**config.mk**
```make
export PLATFORM = sky130hd
export DESIGN_NAME = battery_charge_port_power
export DESIGN_NICKNAME = d
export VERILOG_FILES = /design/src/batt_chg_pkg.sv /design/src/battery_charge_port_power.sv
export SDC_FILE = /design/constraint.sdc
export NUM_CORES = 1
export LEC_CHECK = 0
export BUFFER_PORTS_ARGS = -buffer_cell sky130_fd_sc_hd__buf_2
export CAP_MARGIN = 10
export CORE_AREA = 2 2 104 106
export DETAILED_ROUTE_END_ITERATION = 10
export DIE_AREA = 0 0 106 108
export GPL_TIMING_DRIVEN = 0
export SLEW_MARGIN = 10
export SYNTH_ARGS = -nofsm -noshare
export SYNTH_HDL_FRONTEND = slang
export SYNTH_SLANG_ARGS = --single-unit
export TNS_END_PERCENT = 5
```
**constraint.sdc**
```tcl
create_clock -name core_clk_i -period 2.85 [get_ports core_clk_i]
set_input_delay 0.1425 -clock core_clk_i [delete_from_list [all_inputs] [get_ports core_clk_i]]
set_output_delay 0.1425 -clock core_clk_i [all_outputs]
set_load 0.005 [all_outputs]
```
**src/batt_chg_pkg.sv**
```systemverilog
// Constants, types and field layout for the charging and port power block.
// Assumes a single 125 MHz core clock and a byte-wide parallel configuration port.
//
// Summary of operation
// - Charger detection starts automatically on entering the charger detect stage.
// - Contact detect phase times out after 200 ms, within 199 to 204 ms.
// - Each downstream port can be configured for charging on its own.
// - Port role is fixed at configuration and never changes afterwards.
// - Charging queries get only a positive acknowledge, and only on charging ports.
// - Charging logic, not hub logic, drives power enable of charging ports.
// - Charging ports get power enable once hub configuration has completed.
// - Overcurrent under charging control drops power enable until device reset.
// - After enumeration, hub logic regains power control and host must enable it.
// - Port power feature 1 selects hub logic, 0 selects charging logic for charging ports only.
// - Overcurrent always clears power enable, whichever logic controls it.
// - Charge enable bit 1 is port 1, bit 2 port 2; bit 0 unused.
// - Setting a port's charge enable bit before configuration completes asserts its power enable when it completes.
package batt_chg_pkg;

	// -------------------------------------------------------------------
	// Register map
	// -------------------------------------------------------------------
	localparam logic [7:0] CHARGE_PORT_ENABLE_ADDR  = 8'hd0;
	localparam logic [7:0] CHARGE_PORT_ENABLE_RESET = 8'h00;
	localparam int         FIRST_PORT_BIT           = 1;

	// -------------------------------------------------------------------
	// Timing
	// -------------------------------------------------------------------
	localparam int unsigned CORE_CLK_HZ            = 125_000_000;
	localparam int unsigned CYC_PER_MS             = CORE_CLK_HZ / 1000;
	localparam int unsigned CONTACT_DETECT_TIMEOUT_MS = 200;
	localparam int unsigned SOURCE_SINK_ON_TIME_MS    = 80;
	localparam int unsigned DETECT_TO_END_DELAY_MS    = 80;
	localparam int unsigned DISABLED_EXIT_TIME_MS     = 50;
	localparam int unsigned CONTACT_DETECT_TIMEOUT_CYC = CONTACT_DETECT_TIMEOUT_MS * CYC_PER_MS;
	localparam int unsigned SOURCE_SINK_ON_TIME_CYC    = SOURCE_SINK_ON_TIME_MS * CYC_PER_MS;
	localparam int unsigned DETECT_TO_END_DELAY_CYC    = DETECT_TO_END_DELAY_MS * CYC_PER_MS;
	localparam int unsigned DISABLED_EXIT_TIME_CYC     = DISABLED_EXIT_TIME_MS * CYC_PER_MS;
	localparam int          TIMER_W                    = 32;

	// -------------------------------------------------------------------
	// Types
	// -------------------------------------------------------------------
	typedef enum logic [2:0] {
		DET_IDLE    = 3'b000,
		DET_CONTACT = 3'b001,
		DET_PRIMARY = 3'b010,
		DET_TO_END  = 3'b011,
		DET_EXIT    = 3'b100,
		DET_DONE    = 3'b101
	} det_state_t;

	typedef struct packed {
		logic active;
		logic source_sink_on;
		logic contact_timeout;
		logic done;
	} det_status_t;

	typedef struct packed {
		logic       wr;
		logic [7:0] addr;
		logic [7:0] wdata;
	} cfg_req_t;

endpackage

```
**src/battery_charge_port_power.sv**
```systemverilog
// Charger detection sequencer and downstream port power arbitration.
// Assumes the hub core supplies stage, configuration and enumeration levels
// synchronous to core_clk_i; only overcurrent pins come from off chip.
`timescale 1ns/1ps
module battery_charge_port_power #(
	parameter int          NUM_PORTS        = 3,
	parameter logic [7:0]  CHARGE_EN_RESET  = batt_chg_pkg::CHARGE_PORT_ENABLE_RESET,
	parameter int unsigned CONTACT_TOUT_CYC = batt_chg_pkg::CONTACT_DETECT_TIMEOUT_CYC,
	parameter int unsigned SRC_ON_CYC       = batt_chg_pkg::SOURCE_SINK_ON_TIME_CYC,
	parameter int unsigned TO_END_CYC       = batt_chg_pkg::DETECT_TO_END_DELAY_CYC,
	parameter int unsigned EXIT_CYC         = batt_chg_pkg::DISABLED_EXIT_TIME_CYC
) (
	input  wire logic                   core_clk_i,
	input  wire logic                   rst_i,
	input  wire batt_chg_pkg::cfg_req_t cfg_req_i,
	output logic [7:0]                  cfg_rdata_o,
	input  wire logic                   cfg_done_i,
	input  wire logic                   charger_detect_stage_i,
	input  wire logic                   charger_detect_enable_i,
	input  wire logic                   data_contact_i,
	input  wire logic                   vdat_detect_i,
	output batt_chg_pkg::det_status_t   det_status_o,
	input  wire logic                   port_power_feature_i,
	input  wire logic [NUM_PORTS:1]     hub_port_power_i,
	input  wire logic [NUM_PORTS:1]     overcurrent_sense_low_i,
	input  wire logic [NUM_PORTS:1]     charge_query_i,
	output logic [NUM_PORTS:1]          charge_ack_o,
	output logic [NUM_PORTS:1]          port_power_enable_o,
	output logic [NUM_PORTS:1]          charge_role_o
);
	import batt_chg_pkg::*;

	// -------------------------------------------------------------------
	// Configuration register
	// -------------------------------------------------------------------
	logic [7:0] charge_port_enable_reg;
	logic       cfg_locked_reg;

	// Writes after configuration are dropped so the port role cannot move
	always_ff @(posedge core_clk_i or posedge rst_i) begin
		if (rst_i) begin
			charge_port_enable_reg <= CHARGE_EN_RESET;
		end else if (cfg_req_i.wr && !cfg_locked_reg &&
			cfg_req_i.addr == CHARGE_PORT_ENABLE_ADDR) begin
			charge_port_enable_reg <= cfg_req_i.wdata;
		end
	end

	always_ff @(posedge core_clk_i or posedge rst_i) begin
		if (rst_i) begin
			cfg_rdata_o <= 8'h00;
		end else if (cfg_req_i.addr == CHARGE_PORT_ENABLE_ADDR) begin
			cfg_rdata_o <= charge_port_enable_reg;
		end else begin
			cfg_rdata_o <= 8'h00;
		end
	end

	always_ff @(posedge core_clk_i or posedge rst_i) begin
		if (rst_i) begin
			cfg_locked_reg <= 1'b0;
		end else if (cfg_done_i) begin
			cfg_locked_reg <= 1'b1;
		end
	end

	// Role is captured once, on the cycle configuration completes
	logic [NUM_PORTS:1] role_reg;

	always_ff @(posedge core_clk_i or posedge rst_i) begin
		if (rst_i) begin
			role_reg <= '0;
		end else if (cfg_done_i && !cfg_locked_reg) begin
			role_reg <= charge_port_enable_reg[NUM_PORTS:FIRST_PORT_BIT];
		end
	end

	assign charge_role_o = role_reg;

	// -------------------------------------------------------------------
	// Charger detection sequencer
	// -------------------------------------------------------------------
	det_state_t         state_reg;
	det_state_t         state_next;
	logic [TIMER_W-1:0] timer_reg;
	logic [TIMER_W-1:0] timer_next;
	logic               stage_d_reg;
	logic               contact_tout_reg;
	logic               contact_tout_next;
	logic               stage_rise;

	assign stage_rise = charger_detect_stage_i && !stage_d_reg;

	always_ff @(posedge core_clk_i or posedge rst_i) begin
		if (rst_i) begin
			stage_d_reg <= 1'b0;
		end else begin
			stage_d_reg <= charger_detect_stage_i;
		end
	end

	always_comb begin
		state_next        = state_reg;
		timer_next        = timer_reg + TIMER_W'(1);
		contact_tout_next = contact_tout_reg;
		unique case (state_reg)
			DET_IDLE: begin
				timer_next = '0;
				if (stage_rise) begin
					contact_tout_next = 1'b0;
					state_next = charger_detect_enable_i ? DET_CONTACT : DET_EXIT;
				end
			end
			DET_CONTACT: begin
				if (data_contact_i) begin
					state_next = DET_PRIMARY;
					timer_next = '0;
				end else if (timer_reg >= TIMER_W'(CONTACT_TOUT_CYC - 1)) begin
					contact_tout_next = 1'b1;
					state_next        = DET_PRIMARY;
					timer_next        = '0;
				end
			end
			DET_PRIMARY: begin
				if (timer_reg >= TIMER_W'(SRC_ON_CYC - 1)) begin
					timer_next = '0;
					state_next = vdat_detect_i ? DET_TO_END : DET_DONE;
				end
			end
			DET_TO_END: begin
				if (timer_reg >= TIMER_W'(TO_END_CYC - 1)) begin
					state_next = DET_DONE;
				end
			end
			DET_EXIT: begin
				if (timer_reg >= TIMER_W'(EXIT_CYC - 1)) begin
					state_next = DET_DONE;
				end
			end
			DET_DONE: begin
				timer_next = '0;
				state_next = DET_IDLE;
			end
			default: begin
				timer_next = '0;
				state_next = DET_IDLE;
			end
		endcase
	end

	always_ff @(posedge core_clk_i or posedge rst_i) begin
		if (rst_i) begin
			state_reg        <= DET_IDLE;
			timer_reg        <= '0;
			contact_tout_reg <= 1'b0;
		end else begin
			state_reg        <= state_next;
			timer_reg        <= timer_next;
			contact_tout_reg <= contact_tout_next;
		end
	end

	always_ff @(posedge core_clk_i or posedge rst_i) begin
		if (rst_i) begin
			det_status_o <= '0;
		end else begin
			det_status_o.active          <= state_next != DET_IDLE && state_next != DET_DONE;
			det_status_o.source_sink_on  <= state_next == DET_PRIMARY;
			det_status_o.contact_timeout <= contact_tout_next;
			det_status_o.done            <= state_next == DET_DONE;
		end
	end

	// -------------------------------------------------------------------
	// Overcurrent synchronisers
	// -------------------------------------------------------------------
	// Reset value is the inactive (high) level so no false trip at release
	logic [NUM_PORTS:1] oc_meta_reg;
	logic [NUM_PORTS:1] oc_sync_reg;
	logic [NUM_PORTS:1] oc_fault;

	always_ff @(posedge core_clk_i or posedge rst_i) begin
		if (rst_i) begin
			oc_meta_reg <= '1;
			oc_sync_reg <= '1;
		end else begin
			oc_meta_reg <= overcurrent_sense_low_i;
			oc_sync_reg <= oc_meta_reg;
		end
	end

	assign oc_fault = ~oc_sync_reg;

	// -------------------------------------------------------------------
	// Port power arbitration
	// -------------------------------------------------------------------
	logic [NUM_PORTS:1] chg_ctrl;
	logic [NUM_PORTS:1] oc_latch_reg;
	logic [NUM_PORTS:1] ppe_next;

	// Feature high means enumerated: hub logic owns all power bits
	assign chg_ctrl = role_reg & {NUM_PORTS{!port_power_feature_i}};

	// Latch-off is never cleared except by device reset
	always_ff @(posedge core_clk_i or posedge rst_i) begin
		if (rst_i) begin
			oc_latch_reg <= '0;
		end else begin
			oc_latch_reg <= oc_latch_reg | (oc_fault & chg_ctrl);
		end
	end

	always_comb begin
		for (int i = 1; i <= NUM_PORTS; i++) begin
			if (oc_fault[i]) begin
				ppe_next[i] = 1'b0;
			end else if (chg_ctrl[i]) begin
				ppe_next[i] = cfg_locked_reg && !oc_latch_reg[i];
			end else begin
				ppe_next[i] = hub_port_power_i[i];
			end
		end
	end

	always_ff @(posedge core_clk_i or posedge rst_i) begin
		if (rst_i) begin
			port_power_enable_o <= '0;
		end else begin
			port_power_enable_o <= ppe_next;
		end
	end

	// -------------------------------------------------------------------
	// Charging support query answer
	// -------------------------------------------------------------------
	// Standard ports stay silent; no negative reply exists
	always_ff @(posedge core_clk_i or posedge rst_i) begin
		if (rst_i) begin
			charge_ack_o <= '0;
		end else begin
			charge_ack_o <= charge_query_i & role_reg;
		end
	end

endmodule

```
==> results.md, run 1 <==
- By instance count, the leading cell after synthesis is dfrtp_1.
- The largest voltage drop on the vdd net is 0.277 mV.
- Headroom to the max-slew limit came out at 58.9%.
- The tree is rooted in a clkbuf_8.
- The post-synthesis cell area is 0.00350 mm².
- In this run the worst setup path begins at timer_reg[0].
- At the pin with the least slew margin, the transition time is 0.612 ns.
- The post-synthesis async set-or-reset flop share is 100%.
- The clock skew after layout is 0.00748 ns.
- The global-route usage over all layers is 13.4%.
- In the routed design, unresolved DRC markers number 0.
- The biggest fanout along the worst timing path is 4.
- In this run the number of H-tree levels came out at 3.
- The launch point of the worst hold path is cfg_req_i[1].
- The starting density of the core is 34.3%.
- The ratio of final minimum period to clock period is 82.8%.
- The clock latency reported for the late side of the worst-skew pair is 0.35 ns.
- The post-route cell area is 0.00430 mm².
- Dividing the detail-routed wire length by the instance count gives 13.5 µm.
- Data on the critical path is required at its endpoint by 3.10 ns.
- Static timing analysis puts the maximum clock frequency at 424 MHz.
- The final hold violation count is 0.
- The final max-slew violation count came to 0.
- Once detailed placement completed, the half-perimeter wirelength came to 5150 µm.
- The repair_antennas step left the layout with diodes totalling 0.
- The clock-pin slew on the worst setup and hold paths is 0.08 ns.
- The number of buffers created by CTS is 9.
- During placement, the flow inserted port buffers numbering 54.
- Entering global routing, the biggest net connects 66 pins.
- The endpoint of the worst hold path is charge_port_enable_reg[1].
- Once the clock tree was built, the setup fixing pass inserted 0 buffers.
- Ranked by total cell area, the synthesized netlist is headed by dfrtp_1 49%, nor2_1 4.6%, dfstp_2 4.5%.
- The number of synthesis warnings is 0.
- The die width is 106 µm.
- The cell count after synthesis came out at 325.
- The first global-routing pass estimated 12,000 µm of wire.
- The kind of start point of the critical path is a flop.
- The post-cts sizing count is 0.
- The clock passes through at most 2 buffers.
- The synthesized design devotes to its leading area cell type 49.3% of total area.
- The number of synthesized flops with an enable pin is 0.
- The post-layout utilization of the core is 42.0%.
- The via count of the first global-routing pass is 2,598.
- The flip-flop cell with the highest count after synthesis is dfrtp_1.
- The number of ports placed on the die boundary is 55.
- The fraction of final layout cells with drive strength greater than 1 is 27.8%.
- The sequential element share of the synthesized area is 53.8%.
- From synthesis to final layout, the design area changed by 22.7%.
- The filler cells instantiated in the layout total 985.
- The height of the die is 108 µm.
- Across all layers, the routed design uses 2,566 vias.
- STA classifies the critical path endpoint as a flop.
- After layout, the design draws a total of 0.00249 W.
- The first TritonRoute pass finished after 4 iterations.
- The via density per instance is 4.73.
- The worst path meets setup with 0.491 ns of slack.
- Counting distinct cell types in the post-synthesis netlist gives 54.
- The register with the most flip-flops in the layout has 32 of them.
- In this run the critical register-to-register path is captured at det_status_o[0].
- In this run the register-to-register setup slack is 0.49 ns.
- In this run the mean area of a mapped cell was 10.8 µm².
- Clock tree synthesis found a total of 75 sinks.
- Power spread over the standard cell area amounts to 580 mW/mm².
- The count of final setup violators is 0.
- Across the run, the number of max-cap violations was 0.
- The number of antenna violations at the first check in global routing came to 0.
- The class of the most critical setup path is reg2reg.
- At the end of the flow, the number of nets in the layout was 436.
- The run finished with clean final reports.
- The overall overflow remaining after global route is 0.
- The die covers 0.0114 mm².
- The worst reg-to-reg path cell count is 7.
- The number of stages on the worst hold path is 2.
- After detailed routing, the total wire length is 7320 µm.
- The CTS tree is yes.
- For this design the static power due to leakage is 1.98 nW.
- The violation count after the first detailed-routing iteration is 149.
- The routability congestion estimate is 0.827.
- Setup repair after global routing left no endpoint under its margin.
- The path class of the tightest hold or removal check is in2reg.
- For the worst setup path, the data arrival time is 2.60 ns.
- The worst register-to-register path begins at timer_reg[0].
- The number of hold buffers added after cts is 10.
- The number of standard-cell rows in the floorplan is 37.
- Counting flops and latches in the post-synthesis netlist gives 75.
- The biggest area consumer among synthesized cells is dfrtp_1.
- After detailed placement, the total cell area comes to 0.00398 mm².
- Ranked by instance count, the synthesized netlist is headed by 69 x dfrtp_1, 43 x nor2_1, 19 x nand2_1.
- The net count after synthesis is 360.
- After floorplanning, the core was sized to cover 0.0102 mm².
- The count of nets left with antenna violations after detail routing is 0.
- OpenSTA, run right after detailed placement, puts the worst setup slack at 0.507 ns.
- After layout, the minimum clock period comes to 2.36 ns.
-- worst max path at each step --
stage | endpoint | slack [ns] | cells past startpoint
floorplan | det_status_o[0] | 0.63 | 7
global route | timer_reg[12] | 0.37 | 8
finish | det_status_o[0] | 0.49 | 7
global placement | timer_reg[11] | -0.11 | 2
CTS | det_status_o[0] | 0.49 | 7
detailed placement | det_status_o[0] | 0.51 | 7
-- where the power goes --
part	switching [W]	internal (W)	total, W
registers	0.0000449	0.00112	0.00117
clock network	0.000406	0.000522	0.000928
logic	0.000248	0.000150	0.000398
total	0.000699	0.00179	0.00249
-- final cells by class --
type | count | area [µm²] | area share (%)
sequential | 75 | 1880 | 43.8
multi-input combinational | 229 | 1520 | 35.3
timing repair buffer | 65 | 398 | 9.25
tap | 136 | 170 | 3.96
clock buffer | 11 | 141 | 3.29
clock inverter | 5 | 85.1 | 1.98
buffer | 13 | 73.8 | 1.72
inverter | 8 | 32.5 | 0.756
-- worst max-delay path: stages, from the launching register on --
cell      delay (ns)
dfrtp_1         0.40
ha_1            0.24
and3_4          0.20
a31o_4          0.24
a221oi_4        0.30
a211oi_1        0.14
or4_4           0.58
and2_1          0.15
-- per-stage QoR --
step           instances  hold WS, ns  setup TNS (ns)
6_report             542       0.0199               0
5_1_grt              542      0.00754               0
4_1_cts              542     0.000118               0
3_5_place_dp         516       0.0614               0
3_3_place_gp         515        0.250           -7.49
2_1_floorplan        325        0.147               0
-- cell families after synthesis --
logic type	share of synthesized area, %
AND/OR/NAND/NOR	23.6
AO/OA/AOI/OAI	8.53
XOR/XNOR	7.25
buffers and inverters	2.96
adder cells (fa/ha/maj)	0.357
flip-flops	53.8
multiplexers	3.53
-- cell usage in the layout, fill, tap and decap left out, drive strengths merged, types with 2 or more instances in the layout --
| cell type | synthesis | final |
|---|---|---|
| dfrtp | 69 | 69 |
| inv | 8 | 9 |
| and3 | 12 | 12 |
| clkbuf | 2 | 13 |
| or2 | 2 | 2 |
| nand4b | 3 | 3 |
| nor2b | 6 | 6 |
| nand4bb | 2 | 2 |
| buf | 11 | 66 |
| a21oi | 9 | 9 |
| o21ai | 5 | 5 |
| and2 | 17 | 17 |
| o31ai | 3 | 3 |
| nand4 | 8 | 8 |
| and3b | 2 | 2 |
| nor2 | 43 | 43 |
| mux2 | 11 | 11 |
| nand2 | 19 | 19 |
| nand2b | 6 | 6 |
| o211ai | 3 | 3 |
| xor2 | 13 | 13 |
| nor4 | 2 | 2 |
| a31oi | 4 | 4 |
| o21bai | 3 | 3 |
| xnor2 | 16 | 16 |
| nand3 | 10 | 10 |
| dfstp | 6 | 6 |
| dlygate4sd3 | 0 | 10 |
| a211oi | 2 | 2 |
| nor3b | 4 | 4 |
| nor3 | 11 | 11 |
| bufinv | 0 | 2 |
| or4 | 2 | 2 |
-- per-layer routing --
layer  routed length, µm  global-route usage, %
met1                3430                   16.6
met2                3540                   22.3
met3                 178                   3.07
met4                 174                   6.58
met5                   0                      0
(Power assumes the default switching activity.)
==> inputs of run 2 (changes only) <==
clock period = 2.1 ns   (was 2.85 ns; I/O delays follow)
==> run 2 against run 1 <==
The run now ends with setup timing left; hold slack worse by 0.0073 ns; global-route usage up 0.72 points; final area up 2.9%.
==> results.md, run 2 (synthesis gave the netlist of run 1 again) <==
- The number of iterations in the first detailed-routing pass came to 4 (unchanged).
- The count of final setup violators came to 3 (+3).
- The overall power after layout is 0.00341 W (+37%).
- The placeable core region is 0.0102 mm² (unchanged).
- The total negative setup slack was -0.239 ns (-0.239 ns).
- The post-layout minimum cycle time is 2.22 ns (-0.142 ns).
- The die width is 106 µm (unchanged).
- The number of nets in the layout is 444 (+1.8%).
- The number of standard-cell rows in the floorplan is 37 (unchanged).
- The violation count after the first detailed-routing iteration came to 100 (-33%).
- The largest voltage drop on the vdd net is 0.409 mV (+47%).
- The number of buffers created by CTS is 9 (unchanged).
- The flow ran to the end, but the final reports show violations.
- The clock-pin slew on the worst setup and hold paths was 0.09 ns (about the same).
- The final max-slew violation count is 0 (unchanged).
- The final wirelength is 7470 µm (+2.0%).
- The number of antenna violations at the first check in global routing is 0 (unchanged).
- The number of levels in the clock H-tree is 3 (unchanged).
- The switching power is 0.00103 W (+48%).
- The class of the most critical setup path is reg2reg.
- The via count of the first global-routing pass is 2,605 (+0.27%).
- The delay contributed by the slowest stage of the critical path is 0.53 ns (-0.05 ns).
- The worst path required time is 2.36 ns (-0.74 ns).
- Traced cell by cell, the critical path runs through ha_4 > and3_4 > a31o_4 > a221oi_4 > a211oi_2 > or4_4 > and2_4.
- The fraction of final layout cells with drive strength greater than 1 came to 29.2% (+1.4 points).
- The post-detailed-route DRC marker count is 0 (unchanged).
- The area growth from synthesis to layout is 26.3%.
- The transition time at the pin with the least slew margin is 0.491 ns (-0.122 ns).
- The global-route usage over all layers is 14.1% (+0.72 points).
- The starting density of the core came to 34.3% (unchanged).
- The path category of the worst min-delay check is in2reg.
- The final standard cell count with taps included and fillers excluded is 550 (+1.5%).
- The fraction of power consumed by sequential logic is 46.6% (-0.2 points).
- The CTS tree is yes.
- The switching portion of total power is 30.3% (+2.3 points).
- The highest clock frequency the design can meet is 451 MHz (+6.4%).
- The cell with the biggest individual delay on the critical path is or4_4.
- The port buffer count is 54 (unchanged).
- The reported leakage power came to 2.03 nW (+2.6%).
- The number of clock sinks seen by CTS is 75 (unchanged).
- The worst setup path is captured at a flop.
- The maximum number of pins on one net before global-route repair was 43 (-35%).
- The count of nets left with antenna violations after detail routing is 0 (unchanged).
- The data arrival time of the critical path was 2.48 ns (-0.12 ns).
- The most frequent standard cell in the layout excluding fill and tap cells is dfrtp_1.
- The wire length of the first global-routing pass is 12,800 µm (+5.9%).
- Setup repair after global routing could not meet its margin everywhere.
- The power per cell area is 770 mW/mm² (+33%).
- The maximum number of buffers from clock root to sink is 2 (unchanged).
- The ratio of final minimum period to clock period is 106% (+23 points).
- The number of fill cells in the layout is 997 (+1.2%).
- The die footprint came to 0.0114 mm² (unchanged).
- The overall overflow remaining after global route is 0 (unchanged).
- The internal power of the cells is 0.00237 W (+32%).
- The kind of start point of the critical path is a flop.
- The setup slack on the worst flop-to-flop path is -0.12 ns (-0.61 ns).
- The placement-stage worst setup slack is -0.150 ns (-0.657 ns).
- The final hold violation count is 0 (unchanged).
- The routed length per placed instance is 13.6 µm (+0.52%).
- The clock skew after layout is 0.0108 ns (+0.00334 ns).
- The via density per instance is 4.79 (+1.1%).
- The max-cap check violation count is 0 (unchanged).
- The final critical-path setup slack is -0.116 ns (-0.608 ns).
- The height of the die is 108 µm (unchanged).
- The total instance count after detailed placement is 516 (unchanged).
- The relative contribution of the clock network to total power is 34.5% (-2.7 points).
- The biggest fanout along the worst timing path came to 4 (unchanged).
- The half-perimeter wire length of the detailed placement result is 5040 µm (-2.2%).
- The routability congestion estimate is 0.828 (+0.15%).
- The final reports fail on setup timing.
- The flip-flop count of the largest register after layout is 32 (unchanged).
- The post-route cell area is 0.00443 mm² (+2.9%).
- The library cells used most frequently in the layout, excluding fill and tap cells, are 69 x dfrtp_1, 59 x buf_2, 42 x nor2_1, 19 x nand2_1, 17 x dlygate4sd3_1.
- The number of ports placed on the die boundary is 55 (unchanged).
- The detailed-route via count is 2,633 (+2.6%).
- The logic gate share of total power is 18.9% (+2.9 points).
- The antenna cell count came to 0 (unchanged).
- The root buffer selected by CTS is clkbuf_8.
- The placed instance area came to 0.00398 mm² (unchanged).
- The tightest slew margin relative to the limit is 67.2% (+8.3 points).
- The clock latency reported for the late side of the worst-skew pair is 0.36 ns (about the same).
[run 2: changes by cell type in the layout (fill, tap and decap cells not counted), moves of 2 or more]
cell           change
dlygate4sd3_1      +7
inv_6              +2
a211oi_1           -2
buf_2              -3
buf_6              +3
a211oi_2           +2
[run 2: metal layers]
metal	part of all wire, %	track usage, %	up-vias
met4	0.92	5.08	0
met1	47	18.4	1262
met3	5.5	3.56	9
met5	0	0	-
li1	-	-	1295
met2	46	23.0	67
[run 2: final timing paths]
kind,startpoint,to,cells after the start
max in group asynchronous,rst_i,oc_sync_reg[2],4
worst max register to register,timer_reg[0],det_status_o[0],7
worst min-delay path,hub_port_power_i[2],port_power_enable_o[2],3
worst min register to register,oc_meta_reg[1],oc_sync_reg[1],0
worst max-delay path,timer_reg[0],det_status_o[0],7
min in group asynchronous,rst_i,port_power_enable_o[1],3
[run 2: power by group through the flow]
| stage | Combinational [W] | Sequential, W | Clock [W] |
|---|---|---|---|
| finish | 0.000642 | 0.00159 | 0.00118 |
| global route | 0.000735 | 0.00160 | 0.00127 |
| CTS | 0.000655 | 0.00158 | 0.00121 |
| detailed placement | 0.000545 | 0.00161 | 0 |
| global placement | 0.000527 | 0.00161 | 0 |
| floorplan | 0.000347 | 0.00160 | 0 |
[run 2: metrics by stage]
step / util, % / hold slack (ns)
3_5_place_dp: 38.9 / 0.154
6_report: 43.3 / 0.0126
4_1_cts: 42.9 / 0.00539
5_1_grt: 43.3 / 0.0415
2_1_floorplan: - / 0.109
3_3_place_gp: 38.6 / 0.210
[run 2: layout make-up]
class,count,area (µm²),area share [%]
repair buffers,73,468,10.6
multi-input cells,229,1580,35.6
plain buffers,13,92.6,2.09
well taps,136,170,3.84
clock buffers,9,124,2.80
inverters,8,32.5,0.735
clock inverters,7,80.1,1.81
flip-flops and latches,75,1880,42.6
[run 2: repair_timing]
item                       CTS  global route
pin swaps                    3             3
hold buffers                17             0
hold endpoints to repair    47             0
gates resized for setup      9             5
buffers inserted             0             1
setup endpoints to repair   34            36
[run 2: critical path: cells and delay by family (launching register included)]
family                   cells  cell delay (ns)
adder cells (fa/ha/maj)      1             0.18
AND/OR/NAND/NOR              3             0.87
AO/OA/AOI/OAI                3             0.66
flip-flops                   1             0.42
